$ cat src/lmon_regs.svh
// register map, field positions, reset values and counts for the monitor bank
// assumes a single sys_clk domain; included by bare name
`ifndef LMON_REGS_SVH
`define LMON_REGS_SVH
`define LMON_REG_DRAIN0   8'h00
`define LMON_REG_DRAIN3   8'h03
`define LMON_REG_ANODE    8'h04
`define LMON_REG_PAIR_A   8'h05
`define LMON_REG_PAIR_B   8'h06
`define LMON_REG_FAULTS   8'h07
`define LMON_ADDR_GND     7'h2c
`define LMON_ADDR_OPEN    7'h2e
`define LMON_ADDR_VDD     7'h2f
`define LMON_STRAP_GND    2'b00
`define LMON_STRAP_OPEN   2'b01
`define LMON_MASK_RST     4'h0
`define LMON_OV_CODE      8'hd8
`define LMON_BITS         4'h8
`define LMON_STRAP_WAIT   2'h3
`define LMON_UNMAPPED     8'h00
`define LMON_RD_BIT       0
`define LMON_UNUSED_HI    7
`define LMON_UNUSED_LO    6
`endif

$ cat src/lmon_pkg.sv
// types shared by the string monitor register bank
// no assumptions beyond a SystemVerilog tool
package lmon_pkg;
  typedef enum logic [2:0] {
    LMON_IDLE, LMON_ADDR, LMON_CMD, LMON_WR, LMON_ACK, LMON_RD, LMON_RACK
  } lmon_state_e;
  typedef struct packed {
    logic [3:0][7:0] drain;
    logic [7:0]      anode;
  } lmon_meas_s;
endpackage

$ cat src/lmon_monitor.sv
// serial-bus slave register bank for a four-string led driver monitor
// assumes conversions and open detect come from logic on sys_clk;
// scl, sda and the strap are pins and are synchronised here
`timescale 1ns/100ps
`include "lmon_regs.svh"

// Behaviour
// address lsb one reads, zero writes
// ack slot low acks, high nacks
// transfers follow smbus two-wire protocol
// drain registers at 00h through 03h
// drain code unsigned eight bits, 8V
// anode register at 04h, read-only
// anode code unsigned eight bits, 67.9V
// strings one, two status at 05h
// strings three, four 06h; faults 07h
// host writes unused bits 7, 6
// unused string excluded from fault reporting
// ack sent after mask applied
// host ignores faults until unused acked
// over-voltage flag above 6.75V drain
// open flag set when string open
// unused status bit mirrors mask
// 05h resets zero, top bits writable
// host cuts pwm duty on short
// bus writes leave read-only registers
// address mismatch ignored until next start
// strap picks one of three addresses
// first data byte selects register
// writes to read-only registers acked, dropped
module lmon_monitor (
  input  wire logic              sys_clk,
  input  wire logic              reset,
  input  wire logic              scl_i,
  input  wire logic              sda_i,
  output logic                   sda_o,
  output logic                   sda_oe,
  input  wire logic [1:0]        strap_i,
  input  wire lmon_pkg::lmon_meas_s meas_i,
  input  wire logic [3:0]        string_open_i,
  input  wire logic [7:0]        fault_reg_i,
  output logic                   fault_flag_output
);
  lmon_pkg::lmon_state_e state_q, state_d;
  lmon_pkg::lmon_state_e after_q, after_d;
  logic [3:0] sync1_q, sync2_q;
  logic       scl_prev_q, sda_prev_q;
  logic       scl_s, sda_s;
  logic       scl_rise, scl_fall;
  logic       start_w, stop_w;
  logic [1:0] strap_cnt_q, strap_cnt_d;
  logic       strap_done_q, strap_done_d;
  logic [6:0] addr_q, addr_d;
  logic [3:0] cnt_q, cnt_d;
  logic [7:0] sh_q, sh_d;
  logic [7:0] ptr_q, ptr_d;
  logic       mack_q, mack_d;
  logic       oe_q, oe_d;
  logic [3:0] mask_q, mask_d;
  logic       flag_q, flag_d;
  logic [7:0] stat_a, stat_b, rd_byte;

  // scl, sda, strap pins each pass two flops
  always_ff @(posedge sys_clk) begin
    if (reset) begin
      sync1_q    <= 4'h3;
      sync2_q    <= 4'h3;
      scl_prev_q <= 1'b1;
      sda_prev_q <= 1'b1;
    end else begin
      sync1_q    <= {strap_i, sda_i, scl_i};
      sync2_q    <= sync1_q;
      scl_prev_q <= sync2_q[0];
      sda_prev_q <= sync2_q[1];
    end
  end
  assign scl_s    = sync2_q[0];
  assign sda_s    = sync2_q[1];
  assign scl_rise = scl_s & ~scl_prev_q;
  assign scl_fall = ~scl_s & scl_prev_q;
  // start and stop framing
  assign start_w  = scl_s & scl_prev_q & sda_prev_q & ~sda_s;
  assign stop_w   = scl_s & scl_prev_q & ~sda_prev_q & sda_s;
  // strap caught once synchronisers settle
  always_comb begin
    strap_cnt_d  = strap_cnt_q;
    strap_done_d = strap_done_q;
    addr_d       = addr_q;
    if (!strap_done_q) begin
      strap_cnt_d = strap_cnt_q + 2'h1;
      if (strap_cnt_q == `LMON_STRAP_WAIT) begin
        strap_done_d = 1'b1;
        addr_d = (sync2_q[3:2] == `LMON_STRAP_GND)  ? `LMON_ADDR_GND  :
                 (sync2_q[3:2] == `LMON_STRAP_OPEN) ? `LMON_ADDR_OPEN : `LMON_ADDR_VDD;
      end
    end
  end
  always_ff @(posedge sys_clk) begin
    if (reset) begin
      strap_cnt_q  <= 2'h0;
      strap_done_q <= 1'b0;
      addr_q       <= `LMON_ADDR_GND;
    end else begin
      strap_cnt_q  <= strap_cnt_d;
      strap_done_q <= strap_done_d;
      addr_q       <= addr_d;
    end
  end
  function automatic logic [2:0] lmon_flags(logic [7:0] drain, logic open, logic unused);
    // masked string never flags a fault
    // over-voltage above threshold code
    // open flag follows detector
    // unused bit mirrors mask
    return {~unused & (drain > `LMON_OV_CODE), ~unused & open, unused};
  endfunction
  // pair a layout, mask bits on top
  assign stat_a = {mask_q[0], mask_q[1],
                   lmon_flags(meas_i.drain[0], string_open_i[0], mask_q[0]),
                   lmon_flags(meas_i.drain[1], string_open_i[1], mask_q[1])};
  // pair b mirrors pair a
  assign stat_b = {mask_q[2], mask_q[3],
                   lmon_flags(meas_i.drain[2], string_open_i[2], mask_q[2]),
                   lmon_flags(meas_i.drain[3], string_open_i[3], mask_q[3])};
  // pointer selects read source
  always_comb begin
    rd_byte = `LMON_UNMAPPED;
    // four drain registers
    // raw eight-bit drain code
    if (ptr_q <= `LMON_REG_DRAIN3) begin
      rd_byte = meas_i.drain[ptr_q[1:0]];
    end else if (ptr_q == `LMON_REG_ANODE) begin
      // anode code
      // raw eight-bit anode code
      rd_byte = meas_i.anode;
    end else if (ptr_q == `LMON_REG_PAIR_A) begin
      rd_byte = stat_a;
    end else if (ptr_q == `LMON_REG_PAIR_B) begin
      rd_byte = stat_b;
    end else if (ptr_q == `LMON_REG_FAULTS) begin
      // faults passed through read-only
      rd_byte = fault_reg_i;
    end
  end

  always_comb begin
    state_d = state_q;
    after_d = after_q;
    cnt_d   = cnt_q;
    sh_d    = sh_q;
    ptr_d   = ptr_q;
    mack_d  = mack_q;
    oe_d    = oe_q;
    mask_d  = mask_q;
    if (stop_w) begin
      state_d = lmon_pkg::LMON_IDLE;
      oe_d    = 1'b0;
    end else if (start_w && strap_done_q) begin
      // every start after the strap is latched re-arms address match
      state_d = lmon_pkg::LMON_ADDR;
      cnt_d   = 4'h0;
      oe_d    = 1'b0;
    end else begin
      unique case (state_q)
        lmon_pkg::LMON_IDLE: oe_d = 1'b0;
        lmon_pkg::LMON_ADDR, lmon_pkg::LMON_CMD, lmon_pkg::LMON_WR: begin
          if (scl_rise) begin
            sh_d  = {sh_q[6:0], sda_s};
            cnt_d = cnt_q + 4'h1;
          end else if (scl_fall && cnt_q == `LMON_BITS) begin
            // receiver pulls ack low
            state_d = lmon_pkg::LMON_ACK;
            oe_d    = 1'b1;
            cnt_d   = 4'h0;
            after_d = lmon_pkg::LMON_WR;
            if (state_q == lmon_pkg::LMON_ADDR) begin
              // direction from address lsb
              after_d = sh_q[`LMON_RD_BIT] ? lmon_pkg::LMON_RD : lmon_pkg::LMON_CMD;
              // mismatch drops to idle, no ack
              if (sh_q[7:1] != addr_q) begin
                state_d = lmon_pkg::LMON_IDLE;
                oe_d    = 1'b0;
              end
            end else if (state_q == lmon_pkg::LMON_CMD) begin
              // first data byte is pointer
              ptr_d = sh_q;
            end else begin
              // unused bits latch from host
              // mask lands with ack drive
              if (ptr_q == `LMON_REG_PAIR_A) begin
                mask_d[1:0] = {sh_q[`LMON_UNUSED_LO], sh_q[`LMON_UNUSED_HI]};
              end else if (ptr_q == `LMON_REG_PAIR_B) begin
                mask_d[3:2] = {sh_q[`LMON_UNUSED_LO], sh_q[`LMON_UNUSED_HI]};
              end
              // read-only bits never stored
              // other writes acked, dropped
              ptr_d = ptr_q + 8'h01;
            end
          end
        end
        lmon_pkg::LMON_ACK: begin
          if (scl_fall) begin
            oe_d    = 1'b0;
            cnt_d   = 4'h0;
            state_d = after_q;
            if (after_q == lmon_pkg::LMON_RD) begin
              sh_d = rd_byte;
              oe_d = ~rd_byte[7];
            end
          end
        end
        lmon_pkg::LMON_RD: begin
          if (scl_rise) begin
            cnt_d = cnt_q + 4'h1;
          end else if (scl_fall) begin
            if (cnt_q == `LMON_BITS) begin
              oe_d    = 1'b0;
              ptr_d   = ptr_q + 8'h01;
              state_d = lmon_pkg::LMON_RACK;
            end else begin
              sh_d = {sh_q[6:0], 1'b0};
              oe_d = ~sh_q[6];
            end
          end
        end
        lmon_pkg::LMON_RACK: begin
          // master ack low continues read
          if (scl_rise) begin
            mack_d = ~sda_s;
          end else if (scl_fall) begin
            cnt_d = 4'h0;
            if (mack_q) begin
              state_d = lmon_pkg::LMON_RD;
              sh_d    = rd_byte;
              oe_d    = ~rd_byte[7];
            end else begin
              state_d = lmon_pkg::LMON_IDLE;
            end
          end
        end
      endcase
    end
    // fault pin ignores masked strings
    flag_d = |{stat_a[5:4], stat_a[2:1], stat_b[5:4], stat_b[2:1]};
  end

  always_ff @(posedge sys_clk) begin
    if (reset) begin
      state_q <= lmon_pkg::LMON_IDLE;
      after_q <= lmon_pkg::LMON_IDLE;
      cnt_q   <= 4'h0;
      sh_q    <= 8'h00;
      ptr_q   <= 8'h00;
      mack_q  <= 1'b0;
      oe_q    <= 1'b0;
      // unused bits clear at reset
      mask_q  <= `LMON_MASK_RST;
      flag_q  <= 1'b0;
    end else begin
      state_q <= state_d;
      after_q <= after_d;
      cnt_q   <= cnt_d;
      sh_q    <= sh_d;
      ptr_q   <= ptr_d;
      mack_q  <= mack_d;
      oe_q    <= oe_d;
      mask_q  <= mask_d;
      flag_q  <= flag_d;
    end
  end

  // open drain: only ever pulls low
  assign sda_o             = 1'b0;
  assign sda_oe            = oe_q;
  assign fault_flag_output = flag_q;

  property p_rd_dir;
    @(posedge sys_clk) disable iff (reset)
    (state_q == lmon_pkg::LMON_ACK && scl_fall && after_q == lmon_pkg::LMON_RD)
    |=> state_q == lmon_pkg::LMON_RD && sh_q == $past(rd_byte);
  endproperty
  a_rd_dir: assert property (p_rd_dir) else $error("read not started after ack");
  property p_ack_low;
    @(posedge sys_clk) disable iff (reset)
    $rose(state_q == lmon_pkg::LMON_ACK) |-> sda_oe ##1 sda_oe;
  endproperty
  a_ack_low: assert property (p_ack_low) else $error("ack slot not driven low");
  property p_drain0;
    @(posedge sys_clk) disable iff (reset)
    (state_q == lmon_pkg::LMON_ACK && scl_fall && after_q == lmon_pkg::LMON_RD &&
     ptr_q == `LMON_REG_DRAIN0) |=> sh_q == $past(meas_i.drain[0]);
  endproperty
  a_drain0: assert property (p_drain0) else $error("drain 0 read mismatch");
  property p_anode;
    @(posedge sys_clk) disable iff (reset)
    (state_q == lmon_pkg::LMON_ACK && scl_fall && after_q == lmon_pkg::LMON_RD &&
     ptr_q == `LMON_REG_ANODE) |=> sh_q == $past(meas_i.anode);
  endproperty
  a_anode: assert property (p_anode) else $error("anode read mismatch");
  property p_mask_wr;
    @(posedge sys_clk) disable iff (reset)
    (state_q == lmon_pkg::LMON_WR && scl_fall && cnt_q == `LMON_BITS &&
     ptr_q == `LMON_REG_PAIR_A && !start_w && !stop_w)
    |=> mask_q[1:0] == {$past(sh_q[6]), $past(sh_q[7])} && sda_oe;
  endproperty
  a_mask_wr: assert property (p_mask_wr) else $error("mask not applied with ack");
  property p_masked;
    @(posedge sys_clk) disable iff (reset)
    mask_q[0] |-> !stat_a[5] && !stat_a[4] && stat_a[3];
  endproperty
  a_masked: assert property (p_masked) else $error("masked string reports fault");
  property p_ov;
    @(posedge sys_clk) disable iff (reset)
    (!mask_q[0] && meas_i.drain[0] > `LMON_OV_CODE) |-> stat_a[5] ##1 fault_flag_output;
  endproperty
  a_ov: assert property (p_ov) else $error("over-voltage not flagged");
  property p_rst;
    @(posedge sys_clk)
    $past(reset) |-> mask_q == `LMON_MASK_RST && !sda_oe;
  endproperty
  a_rst: assert property (p_rst) else $error("status not cleared by reset");
  property p_nomatch;
    @(posedge sys_clk) disable iff (reset)
    (state_q == lmon_pkg::LMON_ADDR && scl_fall && cnt_q == `LMON_BITS &&
     sh_q[7:1] != addr_q && !start_w && !stop_w)
    |=> state_q == lmon_pkg::LMON_IDLE && !sda_oe;
  endproperty
  a_nomatch: assert property (p_nomatch) else $error("foreign address answered");
  property p_strap;
    @(posedge sys_clk) disable iff (reset)
    $rose(strap_done_q) && $past(sync2_q[3:2]) == `LMON_STRAP_GND
    |-> addr_q == `LMON_ADDR_GND;
  endproperty
  a_strap: assert property (p_strap) else $error("strap address wrong");
endmodule

$ cat config.mk
export PLATFORM = sky130hd
export DESIGN_NAME = lmon_monitor
export DESIGN_NICKNAME = d
export VERILOG_FILES = /design/src/lmon_pkg.sv /design/src/lmon_monitor.sv
export VERILOG_INCLUDE_DIRS = /design/src /design/src/src
export SDC_FILE = /design/constraint.sdc
export NUM_CORES = 1
export LEC_CHECK = 0
export BUFFER_PORTS_ARGS = -buffer_cell sky130_fd_sc_hd__buf_2
export CORE_MARGIN = 2
export CORE_UTILIZATION = 52
export CTS_BUF_LIST = sky130_fd_sc_hd__clkbuf_8
export CTS_CLUSTER_DIAMETER = 80
export DETAILED_ROUTE_END_ITERATION = 10
export PLACE_DENSITY = 0.79
export REMOVE_ABC_BUFFERS = 1
export SLEW_MARGIN = 20
export SYNTH_ARGS = -nofsm -noshare
export SYNTH_HDL_FRONTEND = slang
export SYNTH_SLANG_ARGS = --single-unit
export TNS_END_PERCENT = 10
$ cat constraint.sdc
create_clock -name sys_clk -period 2.3 [get_ports sys_clk]
set_clock_uncertainty 0.05 [all_clocks]
set_input_delay 0.23 -clock sys_clk [delete_from_list [all_inputs] [get_ports sys_clk]]
set_output_delay 0.23 -clock sys_clk [all_outputs]
set_load 0.01 [all_outputs]
# Word level (Yosys, flattened, before mapping)
# Index checks and enable logic that the tools add are counted.
[word_totals]
reg_bits = 53
latchBits = 0
ramBits = 0
mem_bits_ro = 0
in_bits = 58
out_inout_bits = 3
word_cells = 183
n_memories = 0
[classes]
add_sub_neg = 3
multipliers = 0
div = 0
order_cmp = 6
n_eq_ne = 38
shifts = 0
mux = 64
bitwise_logic = 32
n_reduce_logical = 22
[op_table]
columns = ["cell", "count"]
rows = [
  ["2-to-1 mux 8 bit", 22],
  ["2-to-1 mux 3 bit", 13],
  ["AND reduction 9 bit", 4],
  ["equality test 8 x 3 -> 1 bit (second input constant)", 4],
  ["greater-than comparator 8 bit (second input constant)", 4],
  ["case mux 8 bit (4 select lines)", 1],
  ["inequality test 3 bit (second input constant)", 9],
  ["inequality test 2 bit (second input constant)", 13],
  ["2-to-1 mux 4 bit", 6],
  ["NOT 1 bit", 17],
  ["binary-select mux 8 bit (select 2 bit)", 1],
  ["2-to-1 mux 1 bit", 16],
  ["case mux 4 bit (4 select lines)", 1],
  ["case mux 8 bit (2 select lines)", 1],
  ["AND reduction 8 bit", 2],
  ["bitwise AND 1 bit", 15],
  ["equality test 3 bit (second input constant)", 4],
  ["case mux 3 bit (4 select lines)", 1],
  ["AND reduction 12 bit", 1],
  ["AND reduction 5 bit", 2],
  ["adder 8 x 1 -> 8 bit (second input constant)", 1],
  ["less-or-equal comparator 8 x 2 -> 1 bit (second input constant)", 1],
  ["OR reduction 8 bit", 1],
  ["inequality test 7 bit", 1],
  ["other kinds (21)", 24],
]

# Logic depth before layout (Yosys ltp)
# Gate-level depths: netlist (run 1).
[logic_depth]
depth_word = 11
depth_mapped = 9
mapped_depth_nobuf = 7

# Worst setup path before layout (run 1)
# Ideal clock, no wire load.
[synth_timing]
path_kind = "register to register"
startpoint = "register ptr_q[0]"
endpoint = "register oe_q, in the netlist sda_oe"
setup_time_ns = 0.120
t_arrival_ns = 2.086
path_slack_ns = 0.044
path_stages_with_launch = 10
n_path_buf = 2
synth_period_minus_slack_ns = 2.256
path_cell_list = "dfxtp_1 -> buf_2 -> inv_1 -> ha_1 -> clkbuf_1 -> a21oi_1 -> a221o_1 -> a311oi_1 -> nor2b_1 -> o31a_1"
[synth_between]
elab_chain_cells = 11
elab_cells_between_ends = 19
[synth_lines]
columns = ["item", "line", "rtl"]
rows = [
  ["start, declared", "lmon_monitor.sv:56", "logic [7:0] ptr_q, ptr_d;"],
  ["start signal, assigned", "lmon_monitor.sv:263", "ptr_q <= ptr_d;"],
  ["equality test 8 x 3 -> 1 bit (no line)", "-", ""],
  ["2-to-1 mux 8 bit", "lmon_monitor.sv:139", "end else if (ptr_q == `LMON_REG_FAULTS) begin"],
  ["2-to-1 mux 8 bit", "lmon_monitor.sv:137", "end else if (ptr_q == `LMON_REG_PAIR_B) begin"],
  ["2-to-1 mux 8 bit", "lmon_monitor.sv:135", "end else if (ptr_q == `LMON_REG_PAIR_A) begin"],
  ["2-to-1 mux 8 bit", "lmon_monitor.sv:131", "end else if (ptr_q == `LMON_REG_ANODE) begin"],
  ["2-to-1 mux 8 bit (*)", "lmon_monitor.sv:129", "if (ptr_q <= `LMON_REG_DRAIN3) begin"],
  ["NOT 1 bit (*)", "lmon_monitor.sv:207, lmon_monitor.sv:234", ""],
  ["2-to-1 mux 1 bit", "lmon_monitor.sv:231", "if (mack_q) begin"],
  ["2-to-1 mux 1 bit", "lmon_monitor.sv:229", "end else if (scl_fall) begin"],
  ["2-to-1 mux 1 bit", "lmon_monitor.sv:227", "if (scl_rise) begin"],
  ["case mux 1 bit (5 select lines) (*)", "lmon_monitor.sv:163", "unique case (state_q)"],
  ["end signal, assigned", "lmon_monitor.sv:254", "oe_q <= 1'b0;"],
  ["end signal, assigned", "lmon_monitor.sv:265", "oe_q <= oe_d;"],
  ["end, declared", "lmon_monitor.sv:58", "logic oe_q, oe_d;"],
]
# Mark *: on every way between the ends. The rest lies on a longest branch, timed or not. The select of a mux whose other input is x is not followed.
# A chain may end at the register's enable or synchronous reset.

# Worst setup path after layout (run 1)
# Ends and elaborated chain as after synthesis.

==> impl_summary.txt, run 1 <==
----------------------------------------------------
[Timing]
  Crit path setup slack, layout ... 0.121 ns
  Shortest period the worst path allows ... 2.18 ns
  Number of setup violations in the final report ... 0
  Unrepaired setup endpoints after global routing ... false
  Final hold violations ... 0
  Slew Limit Fails ... 0
  Slew at the pin closest to its max-slew limit ... 0.531 ns
  Max-slew headroom at the worst pin ... 0.646
  Post-route fraction of the period consumed by the critical path ... 0.947
  Max frequency ... 0.459 GHz

[Routing]
  DRT antenna net count ... 0
  Total iterations of the first detailed-routing run ... 5
  Mean routed wirelength per cell ... 16.7 microns
  Routed vias ... 3215
  DRC Markers ... 0
  Wire length reported by the detailed router ... 8.66 mm
  Routed via count divided by cell count ... 6.18
  1st-iter DRT viols ... 354

[Place]
  Post-place setup slack ... 0.206 ns
  Final weighted congestion of routability-driven global placement ... 0.954
  Number of cells after detailed placement ... 512
  HPWL after detailed placement ... 6.56 mm
  PortBufs ... 59

[Floorplan]
  Count of standard-cell rows ... 28
  Floorplan die height ... 82.9 microns
  Number of placed I/O pins ... 61
  Die ar. ... 0.00688 sq mm
  Area inside the core boundary ... 0.00596 sq mm
  Initial core utilization ... 0.544
  Die Width ... 82.9 microns

[Yosys]
  Count of synthesis-stage warnings from yosys ... 0
  Syn Std Cell Area ... 0.00324 sq mm
  Syn avg cell area ... 8.48 sq um
  Share of synthesized area occupied by flip-flops and latches ... 0.297
  Post-synth EDFFs ... 0
  Most used flip-flop cell after synthesis ... dfxtp_1
  Number of instances in the synthesized netlist ... 382
  Number of flip-flops and latches in the synthesized netlist ... 48
  Number of unique standard cell types used by synthesis ... 61
  Ys async rst share ... 0

[Hold path]
  WHS Path Cells ... 2
  HP Class ... input port to register

[Layout]
  Core Util, Final ... 0.637
  Share of post-route cells with drive strength above 1 ... 0.267
  Top library cells by usage in the layout, fill and taps aside ... buf_2, dfxtp_1, nor2_1, nand2_1, buf_4
  Post-layout instance count excluding filler cells ... 520
  Area added between synthesis and finish ... 17.0%
  Most common cell after layout, fill and taps aside ... buf_2
  Number of diodes added for antenna fixing ... 0
  Final-stage net count ... 509

[Setup path]
  Number of cells on the critical path ... 7
  Critical path's largest stage delay ... 0.40 ns
  Type of element capturing the critical path ... register
  Buffers and inverters on the worst path ... 1
  Element type at the critical path start ... register
  Top Family by Delay on Critical Path ... compound AO/OA/AOI/OAI gates
  Cell type of the slowest stage on the worst timing path ... a311oi_1
  Crit path kind ... register to register
  Cell depth of the worst flop-to-flop path ... 7
  Arrival time worst endpoint ... 2.32 ns
  Ordered list of cells on the worst path ... inv_1 -> ha_1 -> nand3b_1 -> a221o_1 -> a311oi_1 -> nor2b_1 -> o31a_1
  Critical path data required time ... 2.44 ns
  Largest fanout on the critical path ... 6

[CTS]
  Cells resized by post-CTS repair ... 0
  CTS tree ... built
  Root Buffer ... clkbuf_8
  Clk buf depth ... 2
  CTS sink count ... 48
  TritonCTS Buffers ... 5
  CTS HTree Levels ... 2
  Buffers inserted by post-CTS timing repair ... 0
  Clock-pin slew on the worst setup and hold paths ... 0.10 ns
  Clock latency of the later-clocked register in the worst-skew pair ... 0.31 ns
  Hold buffer count at cts ... 0

[Global route]
  Total Routing Usage GR ... 0.254
  Wire length of the first global-routing pass ... 14.7 mm
  Maximum number of pins on one net before global-route repair ... 43
  Remaining Overflow, GRT ... 0
  Initial antenna violation count ... 0
  Vias in the first global route ... 3140

[Power and ir drop]
  Power per cell area ... 440 mW/mm^2
  Leakage power figure ... 1.48 nW
  Worst vdd rail ir drop ... 0.512 mV

[Run status]
  Outcome ... finished, final reports clean

[Job]
  Max-cap viol count ... 0

----------------------------------------------------
[synth_stat cells (4+ instances only)]
cell      instances  share of area
o311a_1           7          0.022
a311oi_2          4          0.019
nand2_1          32          0.037
a22oi_1           8          0.019
a311oi_1          7          0.019
a211oi_1          4         0.0093
nand3_1           6         0.0093
dfxtp_1          48           0.30
buf_2             8          0.012
a21oi_1          19          0.029
and3_1            7          0.014
nor2_1           45          0.052
ha_1              7          0.027
nand2b_1         12          0.023
inv_1            15          0.017
mux2i_1          11          0.034
mux4_2            8          0.056
o31ai_1           4         0.0093
a22o_1            8          0.022
o21ai_0          14          0.022
nor2b_1          11          0.021
or2_2             8          0.015
clkbuf_1         15          0.017
nor3_1            4         0.0062
and3b_1           4          0.011
nand3b_1          5          0.012
[registers in the layout, summed over array words and instances, names as in the netlist, 3 cells and up]
signal and count:
cnt_q 4, state_q 3, after_q 3, mask_q 4
ptr_q 8, sync2_q 4, sync1_q 4, sh_q 8
[report_power, final]
| part | switching, mW | internal, mW | total, mW |
|---|---|---|---|
| clock | 0.299 | 0.328 | 0.627 |
| sequential | 0.0163 | 0.851 | 0.868 |
| combinational | 0.0855 | 0.0875 | 0.173 |
[worst reg2reg max path, cell delays in order (launching register included)]
cell	delay, ns
dfxtp_1	0.36
inv_1	0.08
ha_1	0.27
nand3b_1	0.19
a221o_1	0.33
a311oi_1	0.40
nor2b_1	0.10
o31a_1	0.30
[stage by stage]
stage / setup TNS (ns) / hold WS [ns] / cell area [sq um] / total power, mW
after global routing: 0 / 0.0447 / 3790 / 1.74
after CTS: 0 / 0.0493 / 3790 / 1.68
final: 0 / 0.0551 / 3790 / 1.67
after floorplan: -0.889 / 0.248 / 3120 / 0.961
after global placement: 0 / 0.341 / 3680 / 1.05
after detailed placement: 0 / 0.344 / 3680 / 1.06
[worst paths after layout]
path                    from          to  slack [ns]
hold / removal         sda_i  sync1_q[1]        0.06
setup reg to reg    ptr_q[0]      sda_oe        0.12
setup / recovery    ptr_q[0]      sda_oe        0.12
hold reg to reg   sync1_q[1]  sync2_q[1]        0.36
[cell families (layout without fill, tap and decap cells)]
family / count (synthesis) / count (layout) / share of synthesized area
fa+ha+maj: 7 / 7 / 0.0270
other cells: 1 / 1 / 0.00116
simple gates: 152 / 152 / 0.250
buf+inv: 40 / 103 / 0.0529
compound gates: 111 / 111 / 0.271
mux: 20 / 20 / 0.0931
xor+xnor: 3 / 3 / 0.00811
flops: 48 / 48 / 0.297
[layout make-up]
type | count | area (sq um)
clock buffers | 5 | 68.8
clock inverters | 3 | 46.3
fillers | 525 | 2160
inverters | 15 | 56.3
multi-input cells | 294 | 2110
flip-flops and latches | 48 | 961
well taps | 75 | 93.8
repair buffers | 80 | 453
[routing by layer]
metal	vias up	routed length [microns]	track usage
met2	127	4090	0.406
met4	0	107	0.0626
li1	1553	-	-
met5	-	0	0
met1	1519	3930	0.353
met3	16	533	0.0507
No activity file was read; power rests on OpenSTA's default activity.
==> run 2: changes to the inputs <==
--- a/config.mk
+++ b/config.mk
@@ -8,7 +8,7 @@
 export LEC_CHECK = 0
 export BUFFER_PORTS_ARGS = -buffer_cell sky130_fd_sc_hd__buf_2
 export CORE_MARGIN = 2
-export CORE_UTILIZATION = 52
+export CORE_UTILIZATION = 55
 export CTS_BUF_LIST = sky130_fd_sc_hd__clkbuf_8
 export CTS_CLUSTER_DIAMETER = 80
 export DETAILED_ROUTE_END_ITERATION = 10
==> constraint.sdc (replaced) <==
create_clock -name sys_clk -period 2.5 [get_ports sys_clk]
set_clock_uncertainty 0.05 [all_clocks]
set_input_delay 0.25 -clock sys_clk [delete_from_list [all_inputs] [get_ports sys_clk]]
set_output_delay 0.25 -clock sys_clk [all_outputs]
set_load 0.01 [all_outputs]
==> run 2 against run 1 <==
Combinational power fell by 9.8%. Setup slack improved by 0.050 ns. Flip-flop and latch count did not move. Utilization rose by 3.1 points. Register-to-register slack improved by 0.05 ns. Via count fell by 0.31%. Worst hold slack improved by 0.023 ns. Largest cell class unchanged.
==> impl_summary.txt, run 2 (same netlist as run 1, synthesis figures left out) <==
----------------------------------------------------
[Timing]
  Unrepaired setup endpoints after global routing ... false (unchanged)
  Max-slew headroom at the worst pin ... 0.639 (was 0.646)
  Slew at the pin closest to its max-slew limit ... 0.541 ns (was 0.531 ns)
  Shortest period the worst path allows ... 2.33 ns (was 2.18 ns)
  Number of setup violations in the final report ... 0 (unchanged)
  Crit path setup slack, layout ... 0.171 ns (was 0.121 ns)
  Final hold violations ... 0 (unchanged)
  Max frequency ... 0.429 GHz (was 0.459 GHz)
  Setup tns final ... 0 ns (unchanged)
  Post-route fraction of the period consumed by the critical path ... 0.931 (was 0.947)
  Slew Limit Fails ... 0 (unchanged)

[CTS]
  Root Buffer ... clkbuf_8 (unchanged)
  CTS HTree Levels ... 2 (unchanged)
  CTS tree ... built (unchanged)
  Buffers inserted by post-CTS timing repair ... 0 (unchanged)
  CTS sink count ... 48 (unchanged)
  Hold buffer count at cts ... 0 (unchanged)
  Clock-pin slew on the worst setup and hold paths ... 0.10 ns (about the same)
  Clk buf depth ... 2 (unchanged)
  Cells resized by post-CTS repair ... 0 (unchanged)
  TritonCTS Buffers ... 5 (unchanged)
  Clock latency of the later-clocked register in the worst-skew pair ... 0.30 ns (was 0.31 ns)

[Hold path]
  WHS Path Cells ... 2 (unchanged)
  HP Class ... input port to register (unchanged)

[Setup path]
  Worst r2r src ... ptr_q[0] (unchanged)
  Type of element capturing the critical path ... register (unchanged)
  Critical R2R Capture ... sda_oe (unchanged)
  Critical Path End ... sda_oe (unchanged)
  Critical path data required time ... 2.65 ns (was 2.44 ns)
  Crit path kind ... register to register (unchanged)
  Cell depth of the worst flop-to-flop path ... 7 (unchanged)
  Element type at the critical path start ... register (unchanged)
  Launch point of the worst path ... ptr_q[0] (unchanged)
  Register-to-Register Setup Slack ... 0.17 ns (was 0.12 ns)
  Largest fanout on the critical path ... 8 (was 6)
  Arrival time worst endpoint ... 2.48 ns (was 2.32 ns)

[Routing]
  DRT antenna net count ... 0 (unchanged)
  Wire length reported by the detailed router ... 8.55 mm (was 8.66 mm)
  Routed via count divided by cell count ... 6.27 (was 6.18)
  Mean routed wirelength per cell ... 16.7 microns (about the same)
  DRC Markers ... 0 (unchanged)
  Total iterations of the first detailed-routing run ... 6 (was 5)
  1st-iter DRT viols ... 341 (was 354)
  Routed vias ... 3205 (was 3215)

[Floorplan]
  Number of placed I/O pins ... 61 (unchanged)
  Die Width ... 80.7 microns (was 82.9 microns)
  Initial core utilization ... 0.578 (was 0.544)
  Count of standard-cell rows ... 27 (was 28)
  Area inside the core boundary ... 0.00561 sq mm (was 0.00596 sq mm)
  Floorplan die height ... 80.7 microns (was 82.9 microns)
  Die ar. ... 0.00652 sq mm (was 0.00688 sq mm)

[Power and ir drop]
  Internal ... 1.16 mW (was 1.27 mW)
  Leakage power figure ... 1.45 nW (was 1.48 nW)
  Fraction of power consumed by the clock network ... 0.382 (was 0.376)
  Sw frac ... 0.245 (was 0.240)
  Switching power ... 0.378 mW (was 0.401 mW)
  Worst vdd rail ir drop ... 0.415 mV (was 0.512 mV)
  Fraction of power consumed by combinational cells ... 0.101 (was 0.104)
  Sequential share of power ... 0.517 (was 0.520)
  Power per cell area ... 412 mW/mm^2 (was 440 mW/mm^2)

[Place]
  Final weighted congestion of routability-driven global placement ... 0.896 (was 0.954)
  HPWL after detailed placement ... 6.41 mm (was 6.56 mm)
  PortBufs ... 59 (unchanged)
  Post-place setup slack ... 0.101 ns (was 0.206 ns)

[Global route]
  Initial antenna violation count ... 0 (unchanged)
  Vias in the first global route ... 2956 (was 3140)
  Maximum number of pins on one net before global-route repair ... 43 (unchanged)
  Remaining Overflow, GRT ... 0 (unchanged)
  Total Routing Usage GR ... 0.275 (was 0.254)
  Wire length of the first global-routing pass ... 14.1 mm (was 14.7 mm)

[Job]
  Max-cap viol count ... 0 (unchanged)

[Layout]
  Most common cell after layout, fill and taps aside ... buf_2 (unchanged)
  Final-stage net count ... 503 (was 509)
  Filler cell count in the final layout ... 484 (was 525)
  Number of diodes added for antenna fixing ... 0 (unchanged)
  Area added between synthesis and finish ... 15.6% (was 17.0%)
  Biggest regs ... ptr_q (8), sh_q (8) (unchanged)
  Share of post-route cells with drive strength above 1 ... 0.260 (was 0.267)
  Top library cells by usage in the layout, fill and taps aside ... buf_2, dfxtp_1, nor2_1, nand2_1, a21oi_1 (was buf_2, dfxtp_1, nor2_1, nand2_1, buf_4)

[Run status]
  Outcome ... finished, final reports clean (unchanged)

----------------------------------------------------
-- run 2: cell count changes in the layout (fill, tap and decap cells not counted), sizes merged --
cell  change
buf       -6
-- run 2: final cells by class --
cell class | instances | area [sq um] | share of cell area
multi-input cells | 294 | 2110 | 0.564
flip-flops and latches | 48 | 962 | 0.257
repair buffers | 74 | 408 | 0.109
well taps | 72 | 90.1 | 0.0241
clock buffers | 5 | 68.8 | 0.0184
inverters | 15 | 56.3 | 0.0150
clock inverters | 3 | 46.3 | 0.0124
-- run 2: how the worst min path moves through the flow --
stage / startpoint / end / slack [ns]
floorplan: reset / sh_q[1] / 0.27
detailed placement: sync1_q[0] / sync2_q[0] / 0.36
finish: scl_i / sync1_q[0] / 0.08
global placement: sync1_q[0] / sync2_q[0] / 0.34
CTS: scl_i / sync1_q[0] / 0.07
global route: scl_i / sync1_q[0] / 0.06
-- run 2: power groups by stage --
stage                     sequential, mW  combinational [mW]  clock (mW)
final                              0.797               0.156       0.590
after global routing               0.800               0.169       0.626
after CTS                          0.797               0.154       0.598
after detailed placement           0.815               0.153           0
after global placement             0.814               0.151           0
after floorplan                    0.813              0.0707           0
-- run 2: layer usage --
layer,part of all wire,wire (microns),GRT usage
met5,0,0,0
met4,0.014,122,0.0525
met3,0.065,559,0.0433
met2,0.46,3970,0.449
met1,0.46,3900,0.389
-- run 2: stage by stage --
stage | cells | power [mW] | util | cell area (sq um) | hold slack, ns
floorplan | 357 | 0.884 | - | 3120 | 0.268
global placement | 503 | 0.965 | 0.647 | 3630 | 0.341
detailed placement | 503 | 0.968 | 0.647 | 3630 | 0.355
CTS | 511 | 1.55 | 0.667 | 3740 | 0.0695
global route | 511 | 1.59 | 0.668 | 3740 | 0.0637
finish | 511 | 1.54 | 0.668 | 3740 | 0.0779
-- run 2: critical path, cell delays in order, from the launching register on --
cell      delay (ns)
dfxtp_2         0.43
inv_1           0.10
ha_1            0.30
nand3b_1        0.20
a221o_1         0.34
a311oi_1        0.41
nor2b_1         0.10
o31a_1          0.30
